--- src/verilog/boot_loader_pkg.sv ---
// constants and carrier types for the boot-mode serial loader
// assumes a single 100 MHz system clock
package boot_loader_pkg;
  localparam int unsigned CLK_HZ = 100000000;
  // settle time before low-period measurement, in system states
  localparam int unsigned SETTLE_STATES = 100;
  localparam int unsigned SETTLE_CYCLES = SETTLE_STATES;
  // a zero byte is start bit plus eight zero data bits
  localparam logic [3:0] LOW_BITS = 4'h9;
  localparam logic [7:0] BYTE_ZERO = 8'h00;
  localparam logic [7:0] BYTE_SYNC = 8'h55;
  localparam logic [7:0] BYTE_OK = 8'haa;
  localparam logic [7:0] BYTE_FAIL = 8'hff;
  localparam logic [15:0] RAM_FIRST = 16'hf780;
  localparam logic [15:0] RAM_LAST = 16'hfeef;
  localparam logic [23:0] LOW_MAX = 24'hffffff;
  localparam logic [19:0] DIV_RESET = 20'h00000;

  typedef enum logic [1:0] {
    MODE_NONE = 2'b00,
    MODE_USER = 2'b01,
    MODE_BOOT = 2'b10,
    MODE_PROG = 2'b11
  } op_mode_t;

  typedef struct packed {
    logic test_pin;
    logic irq_pin;
    logic boot_select_strap;
    logic programmer_strap_0;
    logic programmer_strap_1;
    logic programmer_strap_2;
  } straps_t;

  // one write into the load area
  typedef struct packed {
    logic wr;
    logic [15:0] addr;
    logic [7:0] data;
  } ram_wr_t;

  // flash erase handshake with the flash control logic
  typedef struct packed {
    logic start;
  } erase_req_t;

  typedef struct packed {
    logic done;
    logic fail;
    logic blank;
  } erase_rsp_t;
endpackage

--- src/verilog/boot_mode_serial_loader.sv ---
// boot-mode selection and serial loader for the on-chip control program
// assumes straps, rx line and flash status are synchronous to mclk
`timescale 1ns/10ps
`default_nettype none
module boot_mode_serial_loader (
  // clock and reset
  input wire logic mclk,
  input wire logic rstn,
  // mode straps and watchdog
  input wire boot_loader_pkg::straps_t straps,
  input wire logic watchdog_overflow,
  // serial link
  input wire logic rxd,
  output logic txd,
  output logic txd_oe,
  // flash erase
  output boot_loader_pkg::erase_req_t erase_req,
  input wire boot_loader_pkg::erase_rsp_t erase_rsp,
  // load area and status
  output boot_loader_pkg::ram_wr_t ram_wr,
  output boot_loader_pkg::op_mode_t op_mode,
  output logic [19:0] baud_divisor_reg,
  output logic receive_enable_bit,
  output logic transmit_enable_bit,
  output logic handover,
  output logic aborted
);
  import boot_loader_pkg::*;
  ////////////////////////////////////////////////////////////////////////
  // reset release through two flops
  logic rst_meta, rst_sync;
  always_ff @(posedge mclk or negedge rstn) begin
    if (!rstn) begin
      rst_meta <= 1'b0;
      rst_sync <= 1'b0;
    end else begin
      rst_meta <= 1'b1;
      rst_sync <= rst_meta;
    end
  end
  wire logic rst_n = rst_sync;
  ////////////////////////////////////////////////////////////////////////
  // mode latch: sampled on the first clock after release, straps must be settled
  logic mode_taken;
  always_ff @(posedge mclk or negedge rst_n) begin
    if (!rst_n) begin
      op_mode <= MODE_NONE;
      mode_taken <= 1'b0;
    end else if (!mode_taken) begin
      mode_taken <= 1'b1;
      if (!straps.test_pin && straps.irq_pin) op_mode <= MODE_USER;
      else if (!straps.test_pin && straps.boot_select_strap) op_mode <= MODE_BOOT;
      else if (straps.test_pin && !straps.programmer_strap_0 && !straps.programmer_strap_1
               && !straps.programmer_strap_2) op_mode <= MODE_PROG;
      else op_mode <= MODE_NONE;
    end
  end
  ////////////////////////////////////////////////////////////////////////
  // loader sequence
  typedef enum logic [3:0] {
    S_IDLE = 4'b0000, S_SETTLE = 4'b0001, S_WAIT_HIGH = 4'b0010, S_MEASURE = 4'b0011,
    S_SEND_ACK = 4'b0100, S_WAIT_SYNC = 4'b0101, S_ERASE = 4'b0110, S_LEN_HI = 4'b0111,
    S_LEN_LO = 4'b1000, S_DATA = 4'b1001, S_SEND_DONE = 4'b1010, S_RUN = 4'b1011,
    S_ABORT = 4'b1100
  } load_state_t;
  load_state_t state;
  logic [23:0] count;
  logic [15:0] length;
  logic [15:0] load_addr;
  logic rx_valid;
  logic [7:0] rx_data;
  logic tx_busy;
  logic tx_go;
  logic [7:0] tx_byte;
  logic erase_sent;
  // ack, erase-result and load-done bytes wait for a free transmitter; echoes and the blank OK do not
  wire logic tx_free = !tx_busy && !tx_go;
  always_ff @(posedge mclk or negedge rst_n) begin
    if (!rst_n) begin
      state <= S_IDLE;
      count <= 24'h000000;
      length <= 16'h0000;
      load_addr <= RAM_FIRST;
      baud_divisor_reg <= DIV_RESET;
      tx_go <= 1'b0;
      tx_byte <= 8'h00;
      ram_wr <= '0;
      erase_req <= '0;
      erase_sent <= 1'b0;
      handover <= 1'b0;
      aborted <= 1'b0;
    end else begin
      tx_go <= 1'b0;
      ram_wr.wr <= 1'b0;
      erase_req.start <= 1'b0;
      // watchdog overflow ends the loader wherever it stands
      if (watchdog_overflow && op_mode == MODE_BOOT) begin
        state <= S_ABORT;
        aborted <= 1'b1;
      end else begin
        case (state)
          S_IDLE: begin
            if (op_mode == MODE_BOOT) state <= S_SETTLE;
            count <= 24'h000000;
          end
          S_SETTLE: begin
            count <= count + 24'h000001;
            if (count >= 24'(SETTLE_CYCLES - 1)) state <= S_WAIT_HIGH;
          end
          S_WAIT_HIGH: begin
            count <= 24'h000000;
            if (!rxd) state <= S_MEASURE;
          end
          S_MEASURE: begin
            if (rxd) begin
              baud_divisor_reg <= 20'((count + 24'h000001) / 24'(LOW_BITS));
              state <= S_SEND_ACK;
            end else if (count != LOW_MAX) count <= count + 24'h000001;
          end
          S_SEND_ACK: begin
            if (tx_free) begin
              tx_byte <= BYTE_ZERO;
              tx_go <= 1'b1;
              state <= S_WAIT_SYNC;
            end
          end
          S_WAIT_SYNC: begin
            // stray zero bytes still in flight are ignored here
            if (rx_valid && rx_data == BYTE_SYNC) begin
              state <= S_ERASE;
              erase_sent <= 1'b0;
            end
          end
          S_ERASE: begin
            if (!erase_sent) begin
              erase_sent <= 1'b1;
              if (erase_rsp.blank) begin
                tx_byte <= BYTE_OK;
                tx_go <= 1'b1;
                state <= S_LEN_HI;
              end else erase_req.start <= 1'b1;
            end else if (erase_rsp.done && tx_free) begin
              tx_byte <= erase_rsp.fail ? BYTE_FAIL : BYTE_OK;
              tx_go <= 1'b1;
              if (erase_rsp.fail) begin
                state <= S_ABORT;
                aborted <= 1'b1;
              end else state <= S_LEN_HI;
            end
          end
          S_LEN_HI: begin
            if (rx_valid) begin
              length[15:8] <= rx_data;
              tx_byte <= rx_data;
              tx_go <= 1'b1;
              state <= S_LEN_LO;
            end
          end
          S_LEN_LO: begin
            if (rx_valid) begin
              length[7:0] <= rx_data;
              tx_byte <= rx_data;
              tx_go <= 1'b1;
              load_addr <= RAM_FIRST;
              state <= ({length[15:8], rx_data} == 16'h0000) ? S_SEND_DONE : S_DATA;
            end
          end
          S_DATA: begin
            if (rx_valid) begin
              tx_byte <= rx_data;
              tx_go <= 1'b1;
              // bytes past the window are echoed but not stored until load_addr wraps to 16'h0000
              ram_wr.wr <= (load_addr <= RAM_LAST);
              ram_wr.addr <= load_addr;
              ram_wr.data <= rx_data;
              load_addr <= load_addr + 16'h0001;
              length <= length - 16'h0001;
              if (length == 16'h0001) state <= S_SEND_DONE;
            end
          end
          S_SEND_DONE: begin
            if (tx_free) begin
              tx_byte <= BYTE_OK;
              tx_go <= 1'b1;
              state <= S_RUN;
            end
          end
          S_RUN: begin
            if (tx_free) handover <= 1'b1;
          end
          S_ABORT: ;
          default: state <= S_IDLE;
        endcase
      end
    end
  end
  // transmit enable drops at handover, receive enable once the done byte is queued; both drop at abort; divisor is kept
  always_ff @(posedge mclk or negedge rst_n) begin
    if (!rst_n) begin
      receive_enable_bit <= 1'b0;
      transmit_enable_bit <= 1'b0;
    end else begin
      receive_enable_bit <= (state >= S_WAIT_SYNC) && (state <= S_SEND_DONE);
      transmit_enable_bit <= (state >= S_SEND_ACK) && (state < S_RUN || (state == S_RUN && tx_busy));
    end
  end
  ////////////////////////////////////////////////////////////////////////
  // receiver: 8 data, 1 stop, no parity, sampled mid-bit
  logic [19:0] rx_cnt;
  logic [3:0] rx_bit;
  logic rx_active;
  logic [7:0] rx_shift;
  always_ff @(posedge mclk or negedge rst_n) begin
    if (!rst_n) begin
      rx_cnt <= 20'h00000;
      rx_bit <= 4'h0;
      rx_active <= 1'b0;
      rx_shift <= 8'h00;
      rx_valid <= 1'b0;
      rx_data <= 8'h00;
    end else begin
      rx_valid <= 1'b0;
      if (!rx_active) begin
        if (receive_enable_bit && !rxd) begin
          rx_active <= 1'b1;
          rx_bit <= 4'h0;
          rx_cnt <= baud_divisor_reg >> 1;
        end
      end else if (rx_cnt != 20'h00000) rx_cnt <= rx_cnt - 20'h00001;
      else begin
        rx_cnt <= baud_divisor_reg - 20'h00001;
        rx_bit <= rx_bit + 4'h1;
        if (rx_bit == 4'h0 && rxd) rx_active <= 1'b0; // false start
        else if (rx_bit >= 4'h1 && rx_bit <= 4'h8) rx_shift <= {rxd, rx_shift[7:1]};
        else if (rx_bit == 4'h9) begin
          rx_active <= 1'b0;
          rx_valid <= rxd; // framing error drops the byte
          rx_data <= rx_shift;
        end
      end
    end
  end
  ////////////////////////////////////////////////////////////////////////
  // transmitter: start, 8 data lsb first, one stop
  logic [19:0] tx_cnt;
  logic [3:0] tx_bit;
  logic [9:0] tx_frame;
  always_ff @(posedge mclk or negedge rst_n) begin
    if (!rst_n) begin
      tx_cnt <= 20'h00000;
      tx_bit <= 4'h0;
      tx_busy <= 1'b0;
      tx_frame <= 10'h3ff;
      txd <= 1'b1;
    end else if (!tx_busy) begin
      txd <= 1'b1;
      if (tx_go) begin
        tx_busy <= 1'b1;
        tx_frame <= {1'b1, tx_byte, 1'b0};
        tx_bit <= 4'h0;
        tx_cnt <= 20'h00000;
      end
    end else if (tx_cnt != 20'h00000) tx_cnt <= tx_cnt - 20'h00001;
    else if (tx_bit == 4'ha) tx_busy <= 1'b0;
    else begin
      txd <= tx_frame[0];
      tx_frame <= {1'b1, tx_frame[9:1]};
      tx_bit <= tx_bit + 4'h1;
      tx_cnt <= baud_divisor_reg - 20'h00001;
    end
  end
  // pin is an output whenever boot mode is selected, carrying the transmitter's frames and idling high
  assign txd_oe = (op_mode == MODE_BOOT);
endmodule // boot_mode_serial_loader
`default_nettype wire
--- config.mk ---
export PLATFORM = sky130hd
export DESIGN_NAME = boot_mode_serial_loader
export DESIGN_NICKNAME = d
export VERILOG_FILES = /design/src/verilog/boot_loader_pkg.sv /design/src/verilog/boot_mode_serial_loader.sv
export SDC_FILE = /design/constraint.sdc
export NUM_CORES = 1
export LEC_CHECK = 0
export ABC_AREA = 1
export BUFFER_PORTS_ARGS = -buffer_cell sky130_fd_sc_hd__buf_2
export CAP_MARGIN = 20
export CORE_UTILIZATION = 60
export DETAILED_ROUTE_END_ITERATION = 7
export PLACE_DENSITY = 0.78
export SLEW_MARGIN = 10
export SYNTH_ARGS = -nofsm -noshare
export SYNTH_HDL_FRONTEND = slang
export SYNTH_SLANG_ARGS = --single-unit
--- constraint.sdc ---
create_clock -name mclk -period 9.28 [get_ports mclk]
set_clock_uncertainty 0.1 [all_clocks]
set_input_delay 0.464 -clock mclk [delete_from_list [all_inputs] [get_ports mclk]]
set_output_delay 0.464 -clock mclk [all_outputs]
set_load 0.1 [all_outputs]
Yosys cells after proc, flatten, opt, wreduce, memory -nomap -nowiden
Index checks and enable logic that the tools add are counted.
Widths: inputs -> output; s select.
{"block": "totals", "ff_bits": 203}
{"block": "op_classes", "n_reduce_logical": 59, "mux": 95, "n_lt_le_gt_ge": 8, "eq_ne": 47, "bitwise": 4, "div": 1, "addsub": 8}
{"cell": "$mux 20", "count": 7}
{"cell": "$mux 4", "count": 23}
{"cell": "$mux 25", "count": 3}
{"cell": "$pmux 24 s3", "count": 1}
{"cell": "$sub 20x1->20 const B", "count": 3}
{"cell": "$mux 16", "count": 3}
{"cell": "$mux 24", "count": 2}
{"cell": "$mux 8", "count": 6}
{"cell": "$pmux 4 s12", "count": 1}
{"cell": "$ne 3x3->1 const B", "count": 14}
{"cell": "$mux 10", "count": 4}
{"cell": "$reduce_bool 20->1", "count": 2}
{"cell": "$mux 1", "count": 34}
{"cell": "$pmux 16 s2", "count": 1}
{"cell": "$pmux 8 s2", "count": 2}
{"cell": "$pmux 8 s4", "count": 1}
{"cell": "$eq 4x4->1 const B", "count": 7}
{"cell": "$add 24x1->24 const B", "count": 1}
{"cell": "$div 24x4->24 const B", "count": 1}
{"cell": "$ge 24x7->1 const B", "count": 1}
{"cell": "$ne 24x24->1 const B", "count": 1}
{"cell": "$ne 2x2->1 const B", "count": 11}
{"cell": "$reduce_and 4->1", "count": 5}
{"cell": "$reduce_bool 2->1", "count": 9}
{"cell": "other kinds (35)", "count": 79}

Longest topological paths before layout
{"block": "logic_depth", "ltp_word": 7, "ltp_mapped": 118, "mapped_depth_nobuf": 118}

Least setup slack after synthesis
Ideal clock, no wire load.
{"block": "synth_path", "path_type": "register to register", "startpoint": "reg count[0]", "endpoint": "reg baud_divisor_reg[0]", "setup_ns": 0.120, "required_ns": 9.060, "path_stages_with_launch": 103, "arrival_ns": 8.912, "period_less_slack_ns": 9.132, "slack_ns": 0.148, "cell_sequence": "dfrtp_1 -> ha_1 -> inv_1 -> nor2_4 -> nand2_2 -> nor2_1 -> nand2_1 -> nor2_1 -> xnor2_1 -> inv_1 -> nor2_1 -> nand3_2 -> nand2_4 -> nand2_2 -> nand3_1 -> nand2_1 -> nand2_1 -> nand2_2 -> [... 67 more ...] -> nand2_2 -> clkinv_4 -> nand2_4 -> nand2_4 -> nand2_2 -> nand2_2 -> inv_1 -> ha_1 -> inv_1 -> nand4_1 -> nand2_1 -> nand3_2 -> nand2_1 -> nand3_1 -> nor2_1 -> nand2_1 -> nand2_1 -> nand2_1"}
{"block": "synth_via", "elab_chain_cells": 2}
{"item": "start: declaration", "line": "boot_mode_serial_loader.sv:67", "source": "logic [23:0] count;"}
{"item": "start signal: assignment", "line": "boot_mode_serial_loader.sv:107", "source": "count <= count + 24'h000001;"}
{"item": "start signal: assignment", "line": "boot_mode_serial_loader.sv:118", "source": "end else if (count != LOW_MAX) count <= count + 24'h000001;"}
{"item": "$add 24x1->24", "line": "boot_mode_serial_loader.sv:116", "source": "baud_divisor_reg <= 20'((count + 24'h000001) / 24'(LOW_BITS));"}
{"item": "$div 24x4->24", "line": "boot_mode_serial_loader.sv:116"}
{"item": "end signal: assignment", "line": "boot_mode_serial_loader.sv:116"}
{"item": "end: declaration", "line": "boot_mode_serial_loader.sv:22", "source": "output logic [19:0] baud_divisor_reg,"}
No other way between the ends.
A chain may end at the register's enable or synchronous reset.

Final worst setup path
Ends and elaborated chain as after synthesis.

==> run_summary.xml <==
<?xml version="1.0" encoding="UTF-8"?>
<metrics>
  <group name="detailed_routing">
    <metric name="drt-pass1-iter-count" unit="">6</metric>
    <metric name="wl" unit="mm">38.66</metric>
    <metric name="final_antenna_net_count" unit="">0</metric>
    <metric name="initialDrtViolationCount" unit="">1334</metric>
    <metric name="drc" unit="">0</metric>
    <metric name="via_per_inst" unit="">5.815</metric>
    <metric name="detailroute.via_count" unit="">13810</metric>
    <metric name="routedWlPerCell" unit="um">16.28</metric>
  </group>
  <group name="clock_tree">
    <metric name="clockBufferDepth" unit="">3</metric>
    <metric name="clock_tree.htree_level_count" unit="">1</metric>
    <metric name="cts_tree" unit="">yes</metric>
    <metric name="cts_num_sinks" unit="">202</metric>
    <metric name="number_of_buffers_created_by_cts" unit="">24</metric>
    <metric name="clkSlewWorstSetupHoldPaths" unit="ps">60</metric>
    <metric name="insertion_delay" unit="ps">530</metric>
    <metric name="clock-root-buffer" unit="">clkbuf_16</metric>
  </group>
  <group name="floorplan">
    <metric name="dieHeight" unit="um">152.9</metric>
    <metric name="io_pins" unit="">67</metric>
    <metric name="fp.dieArea" unit="um2">23390</metric>
    <metric name="die_w" unit="um">152.9</metric>
    <metric name="core_region_area" unit="um2">22090</metric>
    <metric name="floorplan.rows" unit="">54</metric>
    <metric name="initial_core_util" unit="">0.6186</metric>
  </group>
  <group name="global_route">
    <metric name="grt_usage" unit="">0.3154</metric>
    <metric name="grt_start_max_net_pins" unit="">155</metric>
    <metric name="overflow" unit="">0</metric>
    <metric name="grt_pass1_wl" unit="mm">61.69</metric>
    <metric name="via_count_of_the_first_global_routing_pass" unit="">13029</metric>
    <metric name="grt_antenna_before_repair" unit="">0</metric>
  </group>
  <group name="finish">
    <metric name="nNetsFinal" unit="">2107</metric>
    <metric name="largest_reg_flops" unit="">25</metric>
    <metric name="area.growth.synth_to_final" unit="%">23.71</metric>
    <metric name="largest-register" unit="">ram_wr</metric>
    <metric name="instances_no_fill" unit="">2375</metric>
    <metric name="layout_top_registers" unit="">ram_wr (25), count (24)</metric>
    <metric name="antenna_cells_inserted" unit="">0</metric>
    <metric name="drive_above_1_share" unit="">0.2568</metric>
  </group>
  <group name="logic_synthesis">
    <metric name="synth-edff-count" unit="">0</metric>
    <metric name="muxShareOfSynthArea" unit="">0.004302</metric>
    <metric name="count_of_mapped_cells_out_of_synthesis" unit="">1885</metric>
    <metric name="post_synth.cell_area_avg" unit="um2">7.251</metric>
    <metric name="synth_adder_area_share" unit="">0.01556</metric>
    <metric name="synth_cell_types" unit="">69</metric>
    <metric name="synth_compound_area_frac" unit="">0.1366</metric>
    <metric name="synth_ff_type" unit="">dfrtp_1</metric>
    <metric name="proportion_of_synthesized_chip_area_in_sequential_cells" unit="">0.3715</metric>
    <metric name="synth_top_family_by_area" unit="">simple AND/OR/NAND/NOR gates</metric>
    <metric name="synth_warnings" unit="">0</metric>
    <metric name="yosysTopAreaCellShare" unit="">0.3369</metric>
    <metric name="yosys.area_share.xor_xnor" unit="">0.04815</metric>
    <metric name="postSynth.asyncResetShare" unit="">1.000</metric>
    <metric name="synth_largest_area_cell" unit="">dfrtp_1</metric>
    <metric name="simple_gate_fraction_of_synth_area" unit="">0.3317</metric>
    <metric name="cells_taking_the_most_area_after_synthesis" unit="">dfrtp_1, nand2_1, inv_1</metric>
    <metric name="synth-seq-cells" unit="">202</metric>
    <metric name="post_synth_instance_area" unit="um2">13670</metric>
  </group>
  <group name="pwr">
    <metric name="power.density" unit="nW/um2">218.1</metric>
    <metric name="total_power" unit="mW">3.688</metric>
    <metric name="max-vdd-ir-drop" unit="mV">0.2264</metric>
    <metric name="leakage_power" unit="nW">8.554</metric>
  </group>
  <group name="timing">
    <metric name="worstMarginPinSlew" unit="ps">1004</metric>
    <metric name="final.period_utilization" unit="">1.110</metric>
    <metric name="final_max_slew_viol_count" unit="">0</metric>
    <metric name="report.final.setup_viol" unit="">3</metric>
    <metric name="rsz0062_at_grt" unit="">yes</metric>
    <metric name="timing.slew.headroom" unit="">0.3284</metric>
    <metric name="final_tns_setup" unit="ps">-2172</metric>
    <metric name="postLayoutSetupSlackWorst" unit="ps">-1025</metric>
    <metric name="period_minus_slack" unit="ps">10310</metric>
    <metric name="max_clock_freq" unit="MHz">97.04</metric>
    <metric name="finalHoldViolations" unit="">0</metric>
  </group>
  <group name="placed_design">
    <metric name="place.detailed.instances" unit="">2256</metric>
    <metric name="place_hpwl" unit="mm">25.38</metric>
    <metric name="number_of_port_buffers" unit="">66</metric>
    <metric name="gpl.final_weighted_congestion" unit="">0.9649</metric>
  </group>
  <group name="outcome">
    <metric name="outcome" unit="">finished with violations</metric>
    <metric name="failed_checks" unit="">negative setup slack</metric>
  </group>
  <group name="critical_path">
    <metric name="critical_path.startpoint" unit="">count[0]$_DFFE_PN0P_</metric>
    <metric name="cell_with_the_largest_stage_delay_on_the_worst_path" unit="">dfrtp_1</metric>
    <metric name="timing.critical_path.to" unit="">baud_divisor_reg[0]$_DFFE_PN0P_</metric>
    <metric name="timing.critical_path.max_delay_family" unit="">simple AND/OR/NAND/NOR gates</metric>
    <metric name="criticalPathCategory" unit="">register to register</metric>
    <metric name="r2r_cells" unit="">104</metric>
    <metric name="crit_required" unit="ps">9590</metric>
    <metric name="timing.reg2reg.setup_slack" unit="ps">-1030</metric>
    <metric name="rr_startpoint" unit="">count[0]$_DFFE_PN0P_</metric>
    <metric name="critical_path_peak_fanout" unit="">6</metric>
    <metric name="crit_path_end_kind" unit="">register</metric>
    <metric name="worstPathArrival" unit="ps">10620</metric>
    <metric name="path_common_cell" unit="">nand2_4</metric>
    <metric name="worstSetupStartpointType" unit="">register</metric>
    <metric name="r2r_end" unit="">baud_divisor_reg[0]$_DFFE_PN0P_</metric>
    <metric name="path_depth" unit="">104</metric>
    <metric name="crit_buf_inv" unit="">15</metric>
    <metric name="largest_stage_delay_on_the_critical_path" unit="ps">400</metric>
  </group>
  <group name="run">
    <metric name="maxCapViolations" unit="">0</metric>
  </group>
  <group name="min_path">
    <metric name="timing.hold.worst_path_depth" unit="">2</metric>
    <metric name="hold_path_class" unit="">primary input to register</metric>
  </group>
</metrics>
[what timing repair did]
| action | in CTS | in global routing |
|---|---|---|
| pin swaps | 69 | 82 |
| hold endpoints to repair | 2 | 0 |
| setup endpoints to repair | 2 | 4 |
| gates resized for setup | 97 | 95 |
| setup buffers | 49 | 25 |
| hold buffers | 1 | 0 |
[cells by family (layout without fill, tap and decap cells)]
logic type,Yosys count,in the layout
other,1,2
adder cells (fa/ha/maj),17,17
AND/OR/NAND/NOR,940,940
buffers and inverters,322,531
multiplexers,5,5
XOR/XNOR,73,73
AO/OA/AOI/OAI,325,325
flip-flops,202,202
[layout by cell type (no fill, tap or decap), types with 18 or more instances in the layout]
cell type,n
clkbuf_16,24
nor4_1,21
nand4_1,38
buf_2,66
nand2_1,349
a21oi_1,44
xor2_1,57
dfrtp_1,180
o22ai_1,21
nand2_2,66
dfstp_2,18
nand3_1,113
nor2_1,172
nand2_4,65
inv_2,30
inv_1,232
nor3_1,28
buf_4,132
nand3_2,22
a31oi_1,28
o21ai_0,167
[cell usage after synthesis, types with 8 or more instances]
master	number
o211ai_1	9
o22ai_1	21
dfrtp_1	184
xor2_1	59
nand3_1	135
dfstp_2	18
clkinv_1	12
nor2_2	8
o31ai_1	9
nor2_1	183
nand3_2	11
nand2_1	384
nor2_4	8
a31oi_1	28
o21ai_0	170
o221ai_1	8
nand2_2	80
ha_1	17
a21oi_1	45
nor4_1	21
nor3_1	29
o21ai_1	8
nand4_1	38
nand2_4	18
inv_2	19
clkbuf_1	33
inv_1	244
xnor2_1	13
[through the flow]
| step | hold WS, ps | util | setup WS [ps] | instance area, um2 |
|---|---|---|---|---|
| after floorplan | 68.41 | - | 148.3 | 13670 |
| after global placement | 148.2 | 0.6642 | 5.215 | 14680 |
| after detailed placement | 151.6 | 0.6642 | -573.0 | 14680 |
| after CTS | 35.53 | 0.7385 | -256.3 | 16320 |
| after global routing | 39.28 | 0.7653 | -1663 | 16910 |
| final | 47.04 | 0.7653 | -1025 | 16910 |
[worst min path at each step]
stage                 start             endpoint
2_1_floorplan          rstn   rst_meta$_DFF_PN0_
3_3_place_gp           rstn   rst_meta$_DFF_PN0_
3_5_place_dp           rstn      rst_n$_DFF_PN0_
4_1_cts        erase_rsp[0]  erase_req$_DFF_PN0_
5_1_grt        erase_rsp[0]  erase_req$_DFF_PN0_
6_report       erase_rsp[0]  erase_req$_DFF_PN0_
[metal layers]
| metal | GRT usage | vias to the layer above | wire length [um] |
|---|---|---|---|
| li1 | - | 6579 | - |
| met1 | 0.4127 | 6602 | 16010 |
| met2 | 0.5500 | 517 | 19160 |
| met3 | 0.03941 | 112 | 2314 |
| met4 | 0.08706 | 0 | 1178 |
| met5 | 0 | - | 0 |
[worst reg2reg max path, delay by kind of cell, from the launching register on]
family,cells,cell delay [ps]
AO/OA/AOI/OAI,3,500
adder cells (fa/ha/maj),1,230
buffers and inverters,15,1200
flip-flops,1,400
AND/OR/NAND/NOR,85,7780
[power breakdown]
group	internal [mW]	switching, mW	total, mW
clock	0.627	0.392	1.02
sequential	1.04	0.185	1.22
combinational	0.400	1.05	1.45
total	2.06	1.63	3.69
[cell type report]
class	instances	area, um2
clock buffer	30	633.1
clock inverter	14	220.2
fill	1589	5185
inverter	280	1076
multi-input combinational	1362	8110
sequential	202	5085
tap	280	350.3
timing repair buffer	207	1434
No activity file was read; power rests on OpenSTA's default activity.
